`src/rtl/cafr_pkg.sv`:
```
// Package: register map, field layout and timing constants of the cell converter control
package cafr_pkg;
  // ----------------------------------------------------------------
  // Register offsets (byte addresses)
  // ----------------------------------------------------------------
  localparam logic [7:0] OFS_CELL_CONF1 = 8'h00;
  localparam logic [7:0] OFS_AUX_CONF   = 8'h04;
  localparam logic [7:0] OFS_DIAG4      = 8'h08;
  localparam logic [7:0] OFS_CHAN_CTRL  = 8'h0C;
  localparam logic [7:0] OFS_CONF2      = 8'h10;
  localparam logic [7:0] OFS_DELAY      = 8'h14;
  localparam logic [7:0] OFS_CMD2       = 8'h18;
  localparam logic [7:0] OFS_STATUS     = 8'h1C;
  localparam logic [7:0] OFS_DIE_HIGH   = 8'h20;
  localparam logic [7:0] OFS_DIE_LOW    = 8'h24;
  // Result block: channel n at 0x40 + n*0x20
  localparam logic [2:0] RES_CH_BASE    = 3'h2;
  localparam logic [4:0] RES_CORR_HIGH  = 5'h00;
  localparam logic [4:0] RES_CORR_LOW   = 5'h04;
  localparam logic [4:0] RES_FILT_HIGH  = 5'h08;
  localparam logic [4:0] RES_FILT_LOW   = 5'h0C;
  localparam logic [4:0] RES_RAW_HIGH   = 5'h10;
  localparam logic [4:0] RES_RAW_MID    = 5'h14;
  localparam logic [4:0] RES_RAW_LOW    = 5'h18;
  // ----------------------------------------------------------------
  // Field positions
  // ----------------------------------------------------------------
  localparam int DR_LSB        = 0;
  localparam int SHIFT_LSB     = 2;
  localparam int FILT_ROUTE    = 0;
  localparam int UNCORR_ROUTE  = 1;
  localparam int CONT_BIT      = 0;
  localparam int INT_LSB       = 1;
  localparam int GO_BIT        = 0;
  // ----------------------------------------------------------------
  // Reset and preset values
  // ----------------------------------------------------------------
  localparam logic [15:0] PRESET16   = 16'h8000;
  localparam logic [23:0] PRESET24   = 24'h80_0000;
  localparam logic [1:0]  DR_RST     = 2'h0;
  localparam logic [2:0]  SHIFT_RST  = 3'h0;
  localparam int          LPF_FRAC   = 8;
  localparam logic [2:0]  LPF_BASE   = 3'h1;
  localparam int          TCORR_SHIFT = 6;
  // ----------------------------------------------------------------
  // Timing
  // ----------------------------------------------------------------
  localparam int unsigned CLK_MHZ      = 125;
  localparam int unsigned CONV_US_DR32  = 214;
  localparam int unsigned CONV_US_DR64  = 311;
  localparam int unsigned CONV_US_DR128 = 503;
  localparam int unsigned CONV_US_DR256 = 887;
  localparam logic [6:0]  US_TICK_LAST = 7'(CLK_MHZ - 1);
  // ----------------------------------------------------------------
  // Sequencer states
  // ----------------------------------------------------------------
  typedef enum logic [1:0] {ST_IDLE, ST_DELAY, ST_CONV, ST_GAP} cafr_seq_e;
endpackage

```
`src/rtl/cafr_top.sv`:
```
// Cell converter control: configuration, filtering, result registers and Wishbone slave
//
// Summary of operation
// Ratio code 00 gives 32, 214 us
// Ratio code 01 gives 64, 311 us
// Multiplier-free single-pole low-pass after decimation
// Result low-pass input is corrected value; raw low-pass takes uncorrected data
// Filter enabled forces continuous minimum-interval conversions
// Three-bit shift code sets filter corner
// Host allows filter step response settling
// Corrected 16 bits, uncorrected 24 bits, bytewise
// High-byte read freezes middle and low bytes
// Host reads high byte first, burst
// Die temperature sampled, corrects each result
// Raw registers filtered only when both selects
// Results are two's complement counts
// Every start presets results to 0x8000/0x800000
// Channel enable drives level shifter, stays on
// Host waits settle time after enabling
// Start bit begins conversions on enabled channels
// Delay field postpones conversion after start
// Single or continuous with programmed interval
// Separate ratio for aux; die follows cell
// Read before completion returns 0x8000
// State adds shifted input-minus-output difference
// Codes 10 and 11 give 128, 256
`timescale 1ns/100ps
module cafr_top #(
  parameter int NCELL            = 6,
  parameter int unsigned CYC_DR0 = cafr_pkg::CONV_US_DR32 * cafr_pkg::CLK_MHZ,
  parameter int unsigned CYC_DR1 = cafr_pkg::CONV_US_DR64 * cafr_pkg::CLK_MHZ,
  parameter int unsigned CYC_DR2 = cafr_pkg::CONV_US_DR128 * cafr_pkg::CLK_MHZ,
  parameter int unsigned CYC_DR3 = cafr_pkg::CONV_US_DR256 * cafr_pkg::CLK_MHZ
) (
  // Clock and reset
  input  wire logic                sys_clk,
  input  wire logic                rst,
  // Wishbone slave
  input  wire logic                wb_cyc_i,
  input  wire logic                wb_stb_i,
  input  wire logic                wb_we_i,
  input  wire logic [7:0]          wb_adr_i,
  input  wire logic [3:0]          wb_sel_i,
  input  wire logic [31:0]         wb_dat_i,
  output logic      [31:0]         wb_dat_o,
  output logic                     wb_ack_o,
  // Decimation filter data
  input  wire logic [NCELL*24-1:0] raw_data,
  input  wire logic [15:0]         die_temp,
  // Converter control
  output logic      [NCELL-1:0]    level_shift_en,
  output logic      [1:0]          cell_ratio,
  output logic      [1:0]          aux_ratio,
  output logic                     conv_start,
  output logic                     conv_busy
);
  import cafr_pkg::*;

  // ----------------------------------------------------------------
  // Configuration registers
  // ----------------------------------------------------------------
  logic [4:0]       conf1_reg,   conf1_next;
  logic [1:0]       aux_reg,     aux_next;
  logic [1:0]       diag_reg,    diag_next;
  logic [NCELL-1:0] chan_reg,    chan_next;
  logic [7:0]       conf2_reg,   conf2_next;
  logic [7:0]       delay_reg,   delay_next;
  logic             go_reg,      go_next;
  logic             drdy_reg,    drdy_next;
  logic [NCELL-1:0] en_cap_reg,  en_cap_next;
  logic             ack_next;
  logic [31:0]      rd_next;
  logic             acc, wr, rd;
  logic [1:0]       decimation_ratio_sel;
  logic [2:0]       lowpass_shift_sel;
  logic             filter_route_select, uncorrected_route_select;
  logic             seq_busy, seq_start, seq_done, done_d;

  assign acc                      = wb_cyc_i && wb_stb_i && !wb_ack_o;
  assign wr                       = acc && wb_we_i && wb_sel_i[0];
  assign rd                       = acc && !wb_we_i;
  assign decimation_ratio_sel     = conf1_reg[DR_LSB +: 2];
  assign lowpass_shift_sel        = conf1_reg[SHIFT_LSB +: 3];
  assign filter_route_select      = diag_reg[FILT_ROUTE];
  assign uncorrected_route_select = diag_reg[UNCORR_ROUTE];

  // ----------------------------------------------------------------
  // Results
  // ----------------------------------------------------------------
  logic [15:0] corr_reg  [NCELL], corr_next  [NCELL];
  logic [7:0]  corr_lo_q [NCELL], corr_lo_nx [NCELL];
  logic [15:0] filt_reg  [NCELL], filt_next  [NCELL];
  logic [7:0]  filt_lo_q [NCELL], filt_lo_nx [NCELL];
  logic [23:0] raw_reg   [NCELL], raw_next   [NCELL];
  logic [15:0] raw_lo_q  [NCELL], raw_lo_nx  [NCELL];
  logic [15:0] corr_val  [NCELL];
  logic [15:0] lpf_out   [NCELL];
  logic [23:0] lpf_raw   [NCELL];
  logic [15:0] die_reg,  die_next;
  logic [7:0]  die_lo_q, die_lo_nx;
  logic [2:0]  rch;
  logic        res_hit;

  function automatic logic [15:0] correct(input logic [23:0] raw, input logic [15:0] die);
    logic signed [16:0] sum;
    sum = $signed({raw[23], raw[23:8]}) - $signed(17'($signed(die) >>> TCORR_SHIFT));
    if (sum > 17'sh0_7FFF) begin
      correct = 16'h7FFF;
    end else if (sum < -17'sh0_7FFF) begin
      correct = 16'h8001;
    end else begin
      correct = sum[15:0];
    end
  endfunction

  for (genvar c = 0; c < NCELL; c++) begin : g_ch
    assign corr_val[c] = correct(raw_data[c*24 +: 24], die_temp);
    cafr_lpf #(.W(16)) u_lpf (
      .sys_clk (sys_clk),
      .rst     (rst),
      .sample  (seq_done && en_cap_reg[c]),
      .shift   (lowpass_shift_sel),
      .x       (corr_val[c]),
      .y       (lpf_out[c])
    );
    cafr_lpf #(.W(24)) u_lpf_raw (
      .sys_clk (sys_clk),
      .rst     (rst),
      .sample  (seq_done && en_cap_reg[c]),
      .shift   (lowpass_shift_sel),
      .x       (raw_data[c*24 +: 24]),
      .y       (lpf_raw[c])
    );
  end

  // ----------------------------------------------------------------
  // Sequencer
  // ----------------------------------------------------------------
  cafr_seq #(
    .CYC_DR0 (CYC_DR0),
    .CYC_DR1 (CYC_DR1),
    .CYC_DR2 (CYC_DR2),
    .CYC_DR3 (CYC_DR3)
  ) u_seq (
    .sys_clk     (sys_clk),
    .rst         (rst),
    .go          (go_reg),
    .cont        (conf2_reg[CONT_BIT] || filter_route_select),
    .interval_us (filter_route_select ? 7'h00 : conf2_reg[INT_LSB +: 7]),
    .delay_us    (delay_reg),
    .dr          (decimation_ratio_sel),
    .busy        (seq_busy),
    .conv_start  (seq_start),
    .conv_done   (seq_done)
  );

  // ----------------------------------------------------------------
  // Register and result next state
  // ----------------------------------------------------------------
  always_comb begin
    rch         = wb_adr_i[7:5] - RES_CH_BASE;
    res_hit     = (wb_adr_i[7:5] >= RES_CH_BASE) && (32'(rch) < NCELL);
    conf1_next  = conf1_reg;
    aux_next    = aux_reg;
    diag_next   = diag_reg;
    chan_next   = chan_reg;
    conf2_next  = conf2_reg;
    delay_next  = delay_reg;
    go_next     = 1'b0;
    en_cap_next = en_cap_reg;
    die_next    = die_reg;
    die_lo_nx   = die_lo_q;
    if (wr) begin
      case (wb_adr_i)
        OFS_CELL_CONF1: conf1_next = wb_dat_i[4:0];
        OFS_AUX_CONF:   aux_next   = wb_dat_i[1:0];
        OFS_DIAG4:      diag_next  = wb_dat_i[1:0];
        OFS_CHAN_CTRL:  chan_next  = wb_dat_i[NCELL-1:0];
        OFS_CONF2:      conf2_next = wb_dat_i[7:0];
        OFS_DELAY:      delay_next = wb_dat_i[7:0];
        OFS_CMD2:       go_next    = wb_dat_i[GO_BIT];
        default: begin
        end
      endcase
    end
    if (go_reg) begin
      en_cap_next = chan_reg;
      die_next    = PRESET16;
      die_lo_nx   = PRESET16[7:0];
    end else if (seq_done) begin
      die_next = die_temp;
    end
    drdy_next = (drdy_reg && !go_reg) || done_d;
    if (rd && wb_adr_i == OFS_DIE_HIGH) begin
      die_lo_nx = die_reg[7:0];
    end
    for (int c = 0; c < NCELL; c++) begin
      corr_next[c]  = corr_reg[c];
      filt_next[c]  = filt_reg[c];
      raw_next[c]   = raw_reg[c];
      corr_lo_nx[c] = corr_lo_q[c];
      filt_lo_nx[c] = filt_lo_q[c];
      raw_lo_nx[c]  = raw_lo_q[c];
      if (go_reg) begin
        corr_next[c]  = PRESET16;
        filt_next[c]  = PRESET16;
        raw_next[c]   = PRESET24;
        corr_lo_nx[c] = PRESET16[7:0];
        filt_lo_nx[c] = PRESET16[7:0];
        raw_lo_nx[c]  = PRESET24[15:0];
      end else begin
        if (seq_done && en_cap_reg[c]) begin
          corr_next[c] = corr_val[c];
          if (!(filter_route_select && uncorrected_route_select)) begin
            raw_next[c] = raw_data[c*24 +: 24];
          end
        end
        if (done_d && en_cap_reg[c]) begin
          filt_next[c] = lpf_out[c];
          if (filter_route_select && uncorrected_route_select) begin
            raw_next[c] = lpf_raw[c];
          end
        end
        if (rd && res_hit && 32'(rch) == c) begin
          case (wb_adr_i[4:0])
            RES_CORR_HIGH: corr_lo_nx[c] = corr_reg[c][7:0];
            RES_FILT_HIGH: filt_lo_nx[c] = filt_reg[c][7:0];
            RES_RAW_HIGH:  raw_lo_nx[c]  = raw_reg[c][15:0];
            default: begin
            end
          endcase
        end
      end
    end
  end

  // ----------------------------------------------------------------
  // Read data and acknowledge
  // ----------------------------------------------------------------
  always_comb begin
    rd_next  = 32'h0000_0000;
    ack_next = acc;
    case (wb_adr_i)
      OFS_CELL_CONF1: rd_next = 32'(conf1_reg);
      OFS_AUX_CONF:   rd_next = 32'(aux_reg);
      OFS_DIAG4:      rd_next = 32'(diag_reg);
      OFS_CHAN_CTRL:  rd_next = 32'(chan_reg);
      OFS_CONF2:      rd_next = 32'(conf2_reg);
      OFS_DELAY:      rd_next = 32'(delay_reg);
      OFS_STATUS:     rd_next = 32'({drdy_reg, seq_busy});
      OFS_DIE_HIGH:   rd_next = 32'(die_reg[15:8]);
      OFS_DIE_LOW:    rd_next = 32'(die_lo_q);
      default: begin
        if (res_hit) begin
          case (wb_adr_i[4:0])
            RES_CORR_HIGH: rd_next = 32'(corr_reg[rch][15:8]);
            RES_CORR_LOW:  rd_next = 32'(corr_lo_q[rch]);
            RES_FILT_HIGH: rd_next = 32'(filt_reg[rch][15:8]);
            RES_FILT_LOW:  rd_next = 32'(filt_lo_q[rch]);
            RES_RAW_HIGH:  rd_next = 32'(raw_reg[rch][23:16]);
            RES_RAW_MID:   rd_next = 32'(raw_lo_q[rch][15:8]);
            RES_RAW_LOW:   rd_next = 32'(raw_lo_q[rch][7:0]);
            default:       rd_next = 32'h0000_0000;
          endcase
        end
      end
    endcase
    if (!rd) begin
      rd_next = wb_dat_o;
    end
  end

  // ----------------------------------------------------------------
  // Registers
  // ----------------------------------------------------------------
  always_ff @(posedge sys_clk) begin
    if (rst) begin
      conf1_reg      <= {SHIFT_RST, DR_RST};
      aux_reg        <= DR_RST;
      diag_reg       <= 2'h0;
      chan_reg       <= '0;
      conf2_reg      <= 8'h00;
      delay_reg      <= 8'h00;
      go_reg         <= 1'b0;
      drdy_reg       <= 1'b0;
      en_cap_reg     <= '0;
      done_d         <= 1'b0;
      die_reg        <= PRESET16;
      die_lo_q       <= PRESET16[7:0];
      wb_ack_o       <= 1'b0;
      wb_dat_o       <= 32'h0000_0000;
      level_shift_en <= '0;
      cell_ratio     <= DR_RST;
      aux_ratio      <= DR_RST;
      conv_start     <= 1'b0;
      conv_busy      <= 1'b0;
      for (int c = 0; c < NCELL; c++) begin
        corr_reg[c]  <= PRESET16;
        filt_reg[c]  <= PRESET16;
        raw_reg[c]   <= PRESET24;
        corr_lo_q[c] <= PRESET16[7:0];
        filt_lo_q[c] <= PRESET16[7:0];
        raw_lo_q[c]  <= PRESET24[15:0];
      end
    end else begin
      conf1_reg      <= conf1_next;
      aux_reg        <= aux_next;
      diag_reg       <= diag_next;
      chan_reg       <= chan_next;
      conf2_reg      <= conf2_next;
      delay_reg      <= delay_next;
      go_reg         <= go_next;
      drdy_reg       <= drdy_next;
      en_cap_reg     <= en_cap_next;
      done_d         <= seq_done && !go_reg;
      die_reg        <= die_next;
      die_lo_q       <= die_lo_nx;
      wb_ack_o       <= ack_next;
      wb_dat_o       <= rd_next;
      level_shift_en <= chan_next;
      cell_ratio     <= conf1_next[DR_LSB +: 2];
      aux_ratio      <= aux_next;
      conv_start     <= seq_start;
      conv_busy      <= seq_busy;
      for (int c = 0; c < NCELL; c++) begin
        corr_reg[c]  <= corr_next[c];
        filt_reg[c]  <= filt_next[c];
        raw_reg[c]   <= raw_next[c];
        corr_lo_q[c] <= corr_lo_nx[c];
        filt_lo_q[c] <= filt_lo_nx[c];
        raw_lo_q[c]  <= raw_lo_nx[c];
      end
    end
  end

  // ----------------------------------------------------------------
  // Checks
  // ----------------------------------------------------------------
  AST_ACK_PULSE: assert property (@(posedge sys_clk) disable iff (rst)
    wb_ack_o |=> !wb_ack_o)
    else $error("ack held longer than one cycle");
  AST_PRESET: assert property (@(posedge sys_clk) disable iff (rst)
    go_reg |=> corr_reg[0] == PRESET16 && raw_reg[0] == PRESET24 && filt_reg[0] == PRESET16)
    else $error("results not preset on start");
  AST_LOCK: assert property (@(posedge sys_clk) disable iff (rst)
    rd && !go_reg && wb_adr_i == {RES_CH_BASE, RES_RAW_HIGH} |=> raw_lo_q[0] == $past(raw_reg[0][15:0]))
    else $error("high read did not freeze lower bytes");
  AST_ROUTE: assert property (@(posedge sys_clk) disable iff (rst)
    done_d && !go_reg && en_cap_reg[0] && !(filter_route_select && uncorrected_route_select)
    |-> raw_reg[0] == $past(raw_data[23:0]))
    else $error("raw register carries wrong route");
  AST_SHIFTER: assert property (@(posedge sys_clk) disable iff (rst)
    wr && wb_adr_i == OFS_CHAN_CTRL |=> level_shift_en == $past(wb_dat_i[NCELL-1:0]))
    else $error("level shifter enable does not follow channel control");
  // Helper: filter select as captured by the last start
  logic filt_go_reg;
  always_ff @(posedge sys_clk) begin
    if (rst) begin
      filt_go_reg <= 1'b0;
    end else if (go_reg) begin
      filt_go_reg <= filter_route_select;
    end
  end

  AST_FILT_CONT: assert property (@(posedge sys_clk) disable iff (rst)
    seq_done && filt_go_reg && !go_reg |=> seq_busy [*3])
    else $error("filter mode did not continue conversions");
  AST_DRDY: assert property (@(posedge sys_clk) disable iff (rst)
    go_reg && !done_d |=> !drdy_reg until_with corr_reg[0] != PRESET16 || done_d)
    else $error("ready flagged before results updated");
endmodule // cafr_top

```
`src/rtl/cafr_lpf.sv`:
```
// Shift-based single-pole low-pass stage
`timescale 1ns/100ps
module cafr_lpf #(
  parameter int W = 16
) (
  // Clock and reset
  input  wire logic         sys_clk,
  input  wire logic         rst,
  // Sample in
  input  wire logic         sample,
  input  wire logic [2:0]   shift,
  input  wire logic [W-1:0] x,
  // Filtered out
  output logic      [W-1:0] y
);
  import cafr_pkg::*;

  logic signed [W+LPF_FRAC-1:0] s_reg;
  logic signed [W+LPF_FRAC-1:0] s_next;
  logic signed [W+LPF_FRAC:0]   diff;

  always_comb begin
    diff   = $signed({x[W-1], x, {LPF_FRAC{1'b0}}}) - $signed({s_reg[W+LPF_FRAC-1], s_reg});
    s_next = s_reg;
    if (sample) begin
      // Four-bit sum: code 7 plus base must reach 8, not wrap to 0
      s_next = s_reg + (W+LPF_FRAC)'(diff >>> (4'(shift) + 4'(LPF_BASE)));
    end
  end

  always_ff @(posedge sys_clk) begin
    if (rst) begin
      s_reg <= '0;
    end else begin
      s_reg <= s_next;
    end
  end

  assign y = s_reg[W+LPF_FRAC-1:LPF_FRAC];
endmodule // cafr_lpf

```
`src/rtl/cafr_seq.sv`:
```
// Conversion sequencer: start delay, conversion time and continuous interval
`timescale 1ns/100ps
module cafr_seq #(
  parameter int unsigned CYC_DR0 = 26750,
  parameter int unsigned CYC_DR1 = 38875,
  parameter int unsigned CYC_DR2 = 62875,
  parameter int unsigned CYC_DR3 = 110875
) (
  // Clock and reset
  input  wire logic       sys_clk,
  input  wire logic       rst,
  // Control
  input  wire logic       go,
  input  wire logic       cont,
  input  wire logic [6:0] interval_us,
  input  wire logic [7:0] delay_us,
  input  wire logic [1:0] dr,
  // Status
  output logic            busy,
  output logic            conv_start,
  output logic            conv_done
);
  import cafr_pkg::*;

  cafr_seq_e   st_reg,   st_next;
  logic [6:0]  tick_reg, tick_next;
  logic [16:0] cnt_reg,  cnt_next;
  logic        cont_reg, cont_next;
  logic [6:0]  int_reg,  int_next;
  logic [1:0]  dr_reg,   dr_next;
  logic        start_next, done_next;
  logic        tick;

  function automatic logic [16:0] conv_len(input logic [1:0] code);
    case (code)
      2'h0:    conv_len = 17'(CYC_DR0 - 1);
      2'h1:    conv_len = 17'(CYC_DR1 - 1);
      2'h2:    conv_len = 17'(CYC_DR2 - 1);
      default: conv_len = 17'(CYC_DR3 - 1);
    endcase
  endfunction

  always_comb begin
    tick       = (tick_reg == US_TICK_LAST);
    tick_next  = tick ? 7'h00 : tick_reg + 7'h01;
    st_next    = st_reg;
    cnt_next   = cnt_reg;
    cont_next  = cont_reg;
    int_next   = int_reg;
    dr_next    = dr_reg;
    start_next = 1'b0;
    done_next  = 1'b0;
    case (st_reg)
      ST_DELAY, ST_GAP: begin
        if (tick) begin
          if (cnt_reg == 17'h0_0000) begin
            st_next    = ST_CONV;
            cnt_next   = conv_len(dr_reg);
            start_next = 1'b1;
          end else begin
            cnt_next = cnt_reg - 17'h0_0001;
          end
        end
      end
      ST_CONV: begin
        if (cnt_reg == 17'h0_0000) begin
          done_next = 1'b1;
          if (cont_reg) begin
            st_next  = ST_GAP;
            cnt_next = 17'(int_reg);
          end else begin
            st_next = ST_IDLE;
          end
        end else begin
          cnt_next = cnt_reg - 17'h0_0001;
        end
      end
      default: begin
      end
    endcase
    // A new start aborts any running conversion
    if (go) begin
      cont_next = cont;
      int_next  = interval_us;
      dr_next   = dr;
      done_next = 1'b0;
      if (delay_us == 8'h00) begin
        st_next    = ST_CONV;
        cnt_next   = conv_len(dr);
        start_next = 1'b1;
      end else begin
        st_next    = ST_DELAY;
        cnt_next   = 17'(delay_us);
        start_next = 1'b0;
      end
    end
  end

  always_ff @(posedge sys_clk) begin
    if (rst) begin
      st_reg     <= ST_IDLE;
      tick_reg   <= 7'h00;
      cnt_reg    <= 17'h0_0000;
      cont_reg   <= 1'b0;
      int_reg    <= 7'h00;
      dr_reg     <= DR_RST;
      conv_start <= 1'b0;
      conv_done  <= 1'b0;
    end else begin
      st_reg     <= st_next;
      tick_reg   <= tick_next;
      cnt_reg    <= cnt_next;
      cont_reg   <= cont_next;
      int_reg    <= int_next;
      dr_reg     <= dr_next;
      conv_start <= start_next;
      conv_done  <= done_next;
    end
  end

  assign busy = (st_reg != ST_IDLE);

  // Helper: cycles since the last conversion start
  logic [16:0] run_cnt;
  always_ff @(posedge sys_clk) begin
    if (rst || start_next) begin
      run_cnt <= 17'h0_0000;
    end else begin
      run_cnt <= run_cnt + 17'h0_0001;
    end
  end

  AST_CONV_TIME: assert property (@(posedge sys_clk) disable iff (rst)
    conv_done |-> run_cnt == 17'(conv_len(dr_reg) + 17'h0_0001))
    else $error("conversion length does not match ratio");
  AST_DELAY_HOLD: assert property (@(posedge sys_clk) disable iff (rst)
    go && delay_us != 8'h00 |=> !conv_start [*8])
    else $error("conversion began before start delay");
endmodule // cafr_seq

```
`config.mk`:
```
export PLATFORM = sky130hd
export DESIGN_NAME = cafr_top
export DESIGN_NICKNAME = d
export VERILOG_FILES = /design/src/rtl/cafr_pkg.sv /design/src/rtl/cafr_top.sv /design/src/rtl/cafr_lpf.sv /design/src/rtl/cafr_seq.sv
export SDC_FILE = /design/constraint.sdc
export NUM_CORES = 2
export LEC_CHECK = 0
export ABC_AREA = 0
export BUFFER_PORTS_ARGS = -buffer_cell sky130_fd_sc_hd__buf_2
export CORE_ASPECT_RATIO = 1.5
export CORE_MARGIN = 2
export CORE_UTILIZATION = 62
export CTS_CLUSTER_SIZE = 14
export DETAILED_ROUTE_END_ITERATION = 8
export PLACE_DENSITY = 0.79
export SYNTH_ARGS = -nofsm -noshare
export SYNTH_HDL_FRONTEND = slang
export SYNTH_SLANG_ARGS = --single-unit
```
`constraint.sdc`:
```
create_clock -name sys_clk -period 12.7 [get_ports sys_clk]
set_clock_uncertainty 0.15 [all_clocks]
set_input_delay 0 -clock sys_clk [delete_from_list [all_inputs] [get_ports sys_clk]]
set_output_delay 0 -clock sys_clk [all_outputs]
set_load 0.02 [all_outputs]
```
# After elaboration in Yosys (flattened, before gate mapping)
# Memory sizes are Yosys's and may differ from the RTL's.
# Cells that the tools add are included.
[totals]
register_bits = 473
mem_bits_rw = 528
in_bits = 209
output_inout_bits = 45
wordCells = 471
mem_count = 6
[memory_table]
columns = ["name", "depth", "width", "read_ports", "rd_clocked_by_memory_dff", "write_ports", "line", "source"]
rows = [
  ["raw_reg", 6, 24, 7, 0, 6, "cafr_top.sv:94", "logic [23:0] raw_reg [NCELL], raw_next [NCELL];"],
  ["corr_reg", 6, 16, 7, 0, 6, "cafr_top.sv:90", "logic [15:0] corr_reg [NCELL], corr_next [NCELL];"],
  ["filt_reg", 6, 16, 7, 0, 6, "cafr_top.sv:92", "logic [15:0] filt_reg [NCELL], filt_next [NCELL];"],
  ["raw_lo_q", 6, 16, 1, 0, 6, "cafr_top.sv:95", "logic [15:0] raw_lo_q [NCELL], raw_lo_nx [NCELL];"],
  ["corr_lo_q", 6, 8, 1, 0, 6, "cafr_top.sv:91", "logic [7:0] corr_lo_q [NCELL], corr_lo_nx [NCELL];"],
  ["filt_lo_q", 6, 8, 1, 0, 6, "cafr_top.sv:93", "logic [7:0] filt_lo_q [NCELL], filt_lo_nx [NCELL];"],
]
[op_classes]
n_addsub = 34
magnitude_cmp = 14
eq_ne = 68
n_shift = 12
n_mux = 186
n_bitwise = 39
reduce_logical = 75
[ops]
columns = ["cell", "n"]
rows = [
  ["$mux W16", 72],
  ["$mux W24", 36],
  ["$mux W8", 51],
  ["$sshr A33 B4 Y32", 6],
  ["$sub A32 B32 Y33", 6],
  ["$add A32 B32 Y32", 6],
  ["$sshr A25 B4 Y24", 6],
  ["$sub A24 B24 Y25", 6],
  ["$add A24 B24 Y24", 6],
  ["$gt A17 B16 Y1 const B", 6],
  ["$lt A17 B16 Y1 const B", 6],
  ["$mux W17", 6],
  ["$pmux W17 S3", 2],
  ["$sub A16 B10 Y17", 6],
  ["$pmux W8 S9", 1],
  ["$reduce_and A3 Y1", 19],
  ["$pmux W8 S7", 1],
  ["$ne A3 B3 Y1 const B", 18],
  ["$ne A2 B2 Y1 const B", 18],
  ["$or A1 B1 Y1", 36],
  ["$pmux W17 S2", 1],
  ["$eq A8 B5 Y1 const B", 4],
  ["$logic_and A1 B1 Y1", 29],
  ["$logic_not A17 Y1", 1],
  ["other kinds (37)", 79],
]

# Depth between registers and ports, before layout
[logic_depth]
word_depth = 8
mapped_depth = 45
ltp_nobuf = 43

# Modules after synthesis
# Synthesis repeated with hierarchy kept, for this count alone.
[hier_totals]
cells_unflattened = 13355
area_unflattened_um2 = 103076.4
[by_module_without_submodules]
columns = ["mod", "n_inst", "cells_per_inst", "area_per_inst_um2", "seq_area_each_um2"]
rows = [
  ["cafr_top", 1, 3696, 32655.1, 13993.4],
  ["cafr_lpf at g_ch[0].u_lpf ...", 5, 680, 5103.6, 480.5],
  ["cafr_lpf at g_ch[1].u_lpf_raw ...", 4, 897, 6318.6, 640.6],
  ["cafr_lpf at g_ch[0].u_lpf_raw", 1, 852, 6297.3, 640.6],
  ["cafr_lpf at g_ch[5].u_lpf_raw", 1, 830, 5930.7, 640.6],
  ["cafr_lpf at g_ch[5].u_lpf", 1, 678, 4873.4, 480.5],
  ["cafr_seq", 1, 311, 2527.4, 760.7],
]

# Worst setup path after synthesis
# No wires, ideal clock.
[synth_timing]
kind = "input-to-reg"
start = "input die_temp[15]"
end = "register g_ch[1].u_lpf.s_reg[17]"
setup_ps = 86
arrival_ps = 8299
t_required_ps = 12464
path_slack_ps = 4165
cell_stages = 34
n_path_buf = 1
cell_sequence = "inv_1 ha_1 or2_2 a21oi_1 a31oi_1 xor2_1 or4bb_1 or4_1 a21oi_1 buf_2 o21ai_0 ha_1 and3b_1 and4_1 a2111o_1 a2111oi_2 nor3_1 a2111oi_2 xor2_1 mux4_2 mux2i_1 nand2_1 o21ai_0 ha_1 or3_1 o21ai_0 nor3b_1 o21a_1 a2111o_1 a31oi_1 o211ai_1 o21ai_0 xnor2_1 a211oi_1"
[synth_lines]
columns = ["element", "line", "source"]
rows = [
  ["from (decl)", "cafr_top.sv:49", "input wire logic [15:0] die_temp,"],
  ["to (signal assigned)", "cafr_lpf.sv:35", "s_reg <= s_next;"],
  ["to (decl)", "cafr_lpf.sv:18", "logic signed [W+LPF_FRAC-1:0] s_reg;"],
]

==> results by group <==
Outcome
  – Status: finished with violations
  – Failing checks: negative hold slack

Cells and area
  – Layout cells sized above 1: under 10%
  – Fin nets: approximately 13000
  – Most common cell after layout, fill and taps aside: nand2_1
  – P&R area growth vs syn: 9.636%
  – Most frequent cells in the layout: 1587 x nand2_1, 1397 x a21oi_1, 1196 x nor2_1
  – Final Core Density: about 70%
  – Largest register FFs: 192

Setup path
  – Arrival time of the worst setup path: around 11000 ps
  – CP Data Required Time: around 13000 ps
  – Worst Reg-to-Reg Cells: 27
  – Reg-to-reg endpoint: g_ch[3].u_lpf_raw.s_reg[31]
  – Most used cell, CP: a21oi_1
  – Crit path launch: die_temp[7]
  – Crit path largest cell delay: 950 ps
  – Kind of critical path: primary input to register
  – Max Fanout on Critical Path: 13
  – Worst setup SP type: primary input
  – Crit end category: register
  – Reg2reg start: g_ch[3].u_lpf_raw.s_reg[8]
  – Reg2Reg Setup Slack: ~5200 ps
  – Slowest cell on crit path: inv_1

STA
  – Hold Worst Slack: -0.007272 ps
  – Final worst-path cycle share: between 80% and 90%
  – Setup Viol. Count Final: 0
  – RSZ-0062 raised after global routing: false
  – Final Hold Violating Endpoints: 1
  – Rel. slew slack: under 10%
  – Fmax: slightly below 100 MHz
  – Worst-margin pin slew: 1355 ps
  – Period minus WS final: between 10000 and 15000 ps
  – Max-slew violation count: 0
  – Setup TNS Final: 0 ps

Clock tree
  – Clk_lat worst skew: around 800 ps
  – Worst-path clk slew: roughly 60 ps
  – H-tree levels: 3
  – CTS Root Cell: clkbuf_16
  – CTS tree: yes
  – Clock buffer depth: 3
  – Total CTS buffers: 100
  – Clk sinks: approximately 980
  – Post-cts sizing count: 0

GRT
  – First-pass GRT wire length: roughly 520 mm
  – Gr usage total: between 40% and 50%
  – Vias in the first global route: between 80000 and 90000
  – Global route overflow: 0
  – Largest net degree at the start of global routing: 180
  – Initial antenna violation count: 30

Routing
  – DR iter-0 viols: roughly 9000
  – DR vias: ~94000
  – Pre-antenna DRT Iters: 7
  – Vias per cell: about 6.7
  – # DRC: 0
  – Drt total wl: 349.8 mm
  – Post-route antenna net violation count: 0
  – DR WL/cell: between 20 and 25 um

Synth
  – Post-synth EDFFs: approximately 190
  – Syn_area_per_cell: about 7.5 um^2
  – Asr flop ratio synth: 0%
  – Yosys warns: 0
  – FF+latch count, synth: about 980
  – Yosys cell types: 111
  – Top_reg_cell synth: dfxtp_1
  – Netlist Area Pre-Place: 90000 um^2
  – Register area share after synthesis: a little under a quarter
  – Mapped Cells: around 12000

Min path
  – Hold-critical path depth: 4
  – WHS Endpoint: raw_reg[1][16]
  – Hold Crit Start: raw_data[40]
  – HP Class: primary input to register

Place
  – Detailed placement HPWL: roughly 260 mm
  – Buffers on Ports: 202
  – RePlAce Congestion: just over 1

Floorplan
  – Core Region: roughly 140000 um^2
  – Initial Util: 62.32%
  – Die ar.: 148300 um^2
  – Site Rows: approximately 170
  – Chip Height: approximately 470 um
  – DIE WIDTH: 315.1 um
  – Io pins: approximately 250

Power and ir drop
  – VDD IR-drop max: roughly 0.11 mV
  – Leak: between 40 and 50 nW
  – Power per standard cell area: between 100 and 150 nW/um^2

Job
  – Max_cap viols: 0
==> power by group <==
group	switching (mW)	internal (mW)	total, mW
clock network	1.44	1.79	3.23
logic	2.35	1.51	3.86
registers	0.0170	3.18	3.20
total	3.81	6.47	10.3
==> cell usage after synthesis, types with 36 or more instances <==
library cell,count,area share [%]
or2_2,43,0.30
dfxtp_1,785,17
o22ai_1,42,0.29
o21ai_0,590,3.3
mux4_2,77,1.9
nor2b_1,96,0.67
mux2i_1,449,5.0
o211ai_1,103,0.86
a31oi_1,135,0.94
ha_1,701,9.7
nand2_1,1597,6.7
buf_1,118,0.49
or3_1,88,0.61
nor2_1,1206,5.0
nor3_1,195,1.1
o31ai_1,66,0.55
a22oi_1,52,0.43
a21oi_1,1398,7.8
a21boi_0,37,0.31
edfxtp_1,192,6.4
o21a_1,113,0.94
mux2_2,61,0.76
o21bai_1,77,0.64
xor2_1,197,1.9
a211oi_1,229,1.9
xnor2_1,379,3.7
and2_1,281,2.0
nand2b_1,95,0.66
a221oi_1,36,0.35
a211o_1,36,0.35
inv_1,515,2.1
nand4_1,55,0.38
a21o_1,271,2.3
a311oi_1,145,1.4
maj3_1,37,0.41
nand3_1,342,1.9
and3_1,80,0.56
clkbuf_1,564,2.4
==> area by class of cell <==
type                       count  area, um^2
tap                         1903        2381
fill                       12410       45750
multi-input combinational   9840       64000
inverter                     515        1948
sequential                   977       21490
clock inverter                46       668.1
antenna                       35       87.58
timing repair buffer         647        5261
clock buffer                 138        2838
==> kinds of logic after synthesis <==
group	count (synthesis)	synth area share [%]
buf+inv	1238	5.293
flops	977	23.87
other cells	1	0.004167
xor+xnor	578	5.642
mux	587	7.684
compound gates	3669	25.78
simple gates	4226	21.18
fa+ha+maj	756	10.56
==> worst max-delay path: cells and delay by family <==
kind,cells,cell delay (ps)
mux,1,140
buf+inv,3,1630
fa+ha+maj,3,1080
compound gates,19,5360
xor+xnor,3,580
simple gates,9,2100
==> per-layer routing <==
metal	up-vias	wire (um)	track usage [%]
met1	44060	120700	49.25
met5	-	81	0
met3	1719	30850	9.417
met4	12	41450	44.79
li1	43480	-	-
met2	5205	156700	72.81
==> worst max path at each step <==
stage | end | depth (start not counted)
global placement | g_ch[1].u_lpf.s_reg[17] | 36
finish | g_ch[1].u_lpf.s_reg[17] | 38
detailed placement | g_ch[1].u_lpf.s_reg[17] | 37
floorplan | g_ch[1].u_lpf.s_reg[17] | 34
global route | g_ch[1].u_lpf.s_reg[21] | 38
CTS | g_ch[1].u_lpf.s_reg[17] | 38
==> per-stage QoR <==
step | power (mW) | cell area [um^2] | hold WS, ps | worst slack [ps] | std cells
global route | 10.75 | 98610 | 19.95 | 1729 | 14080
detailed placement | 6.915 | 91910 | 99.12 | 2395 | 13570
global placement | 6.855 | 91910 | 89.04 | 2563 | 13570
CTS | 10.17 | 98580 | 2.664 | 2581 | 14070
finish | 10.28 | 98670 | -0.007272 | 2301 | 14100
floorplan | 6.054 | 90090 | -21.52 | 4165 | 12060
==> what timing repair did <==
action                                 4_1_cts  5_1_grt
buffers inserted                             0        0
hold buffers                               317        0
endpoints found under the hold margin      302        0
Note: power is estimated with default switching activity, not from simulation.
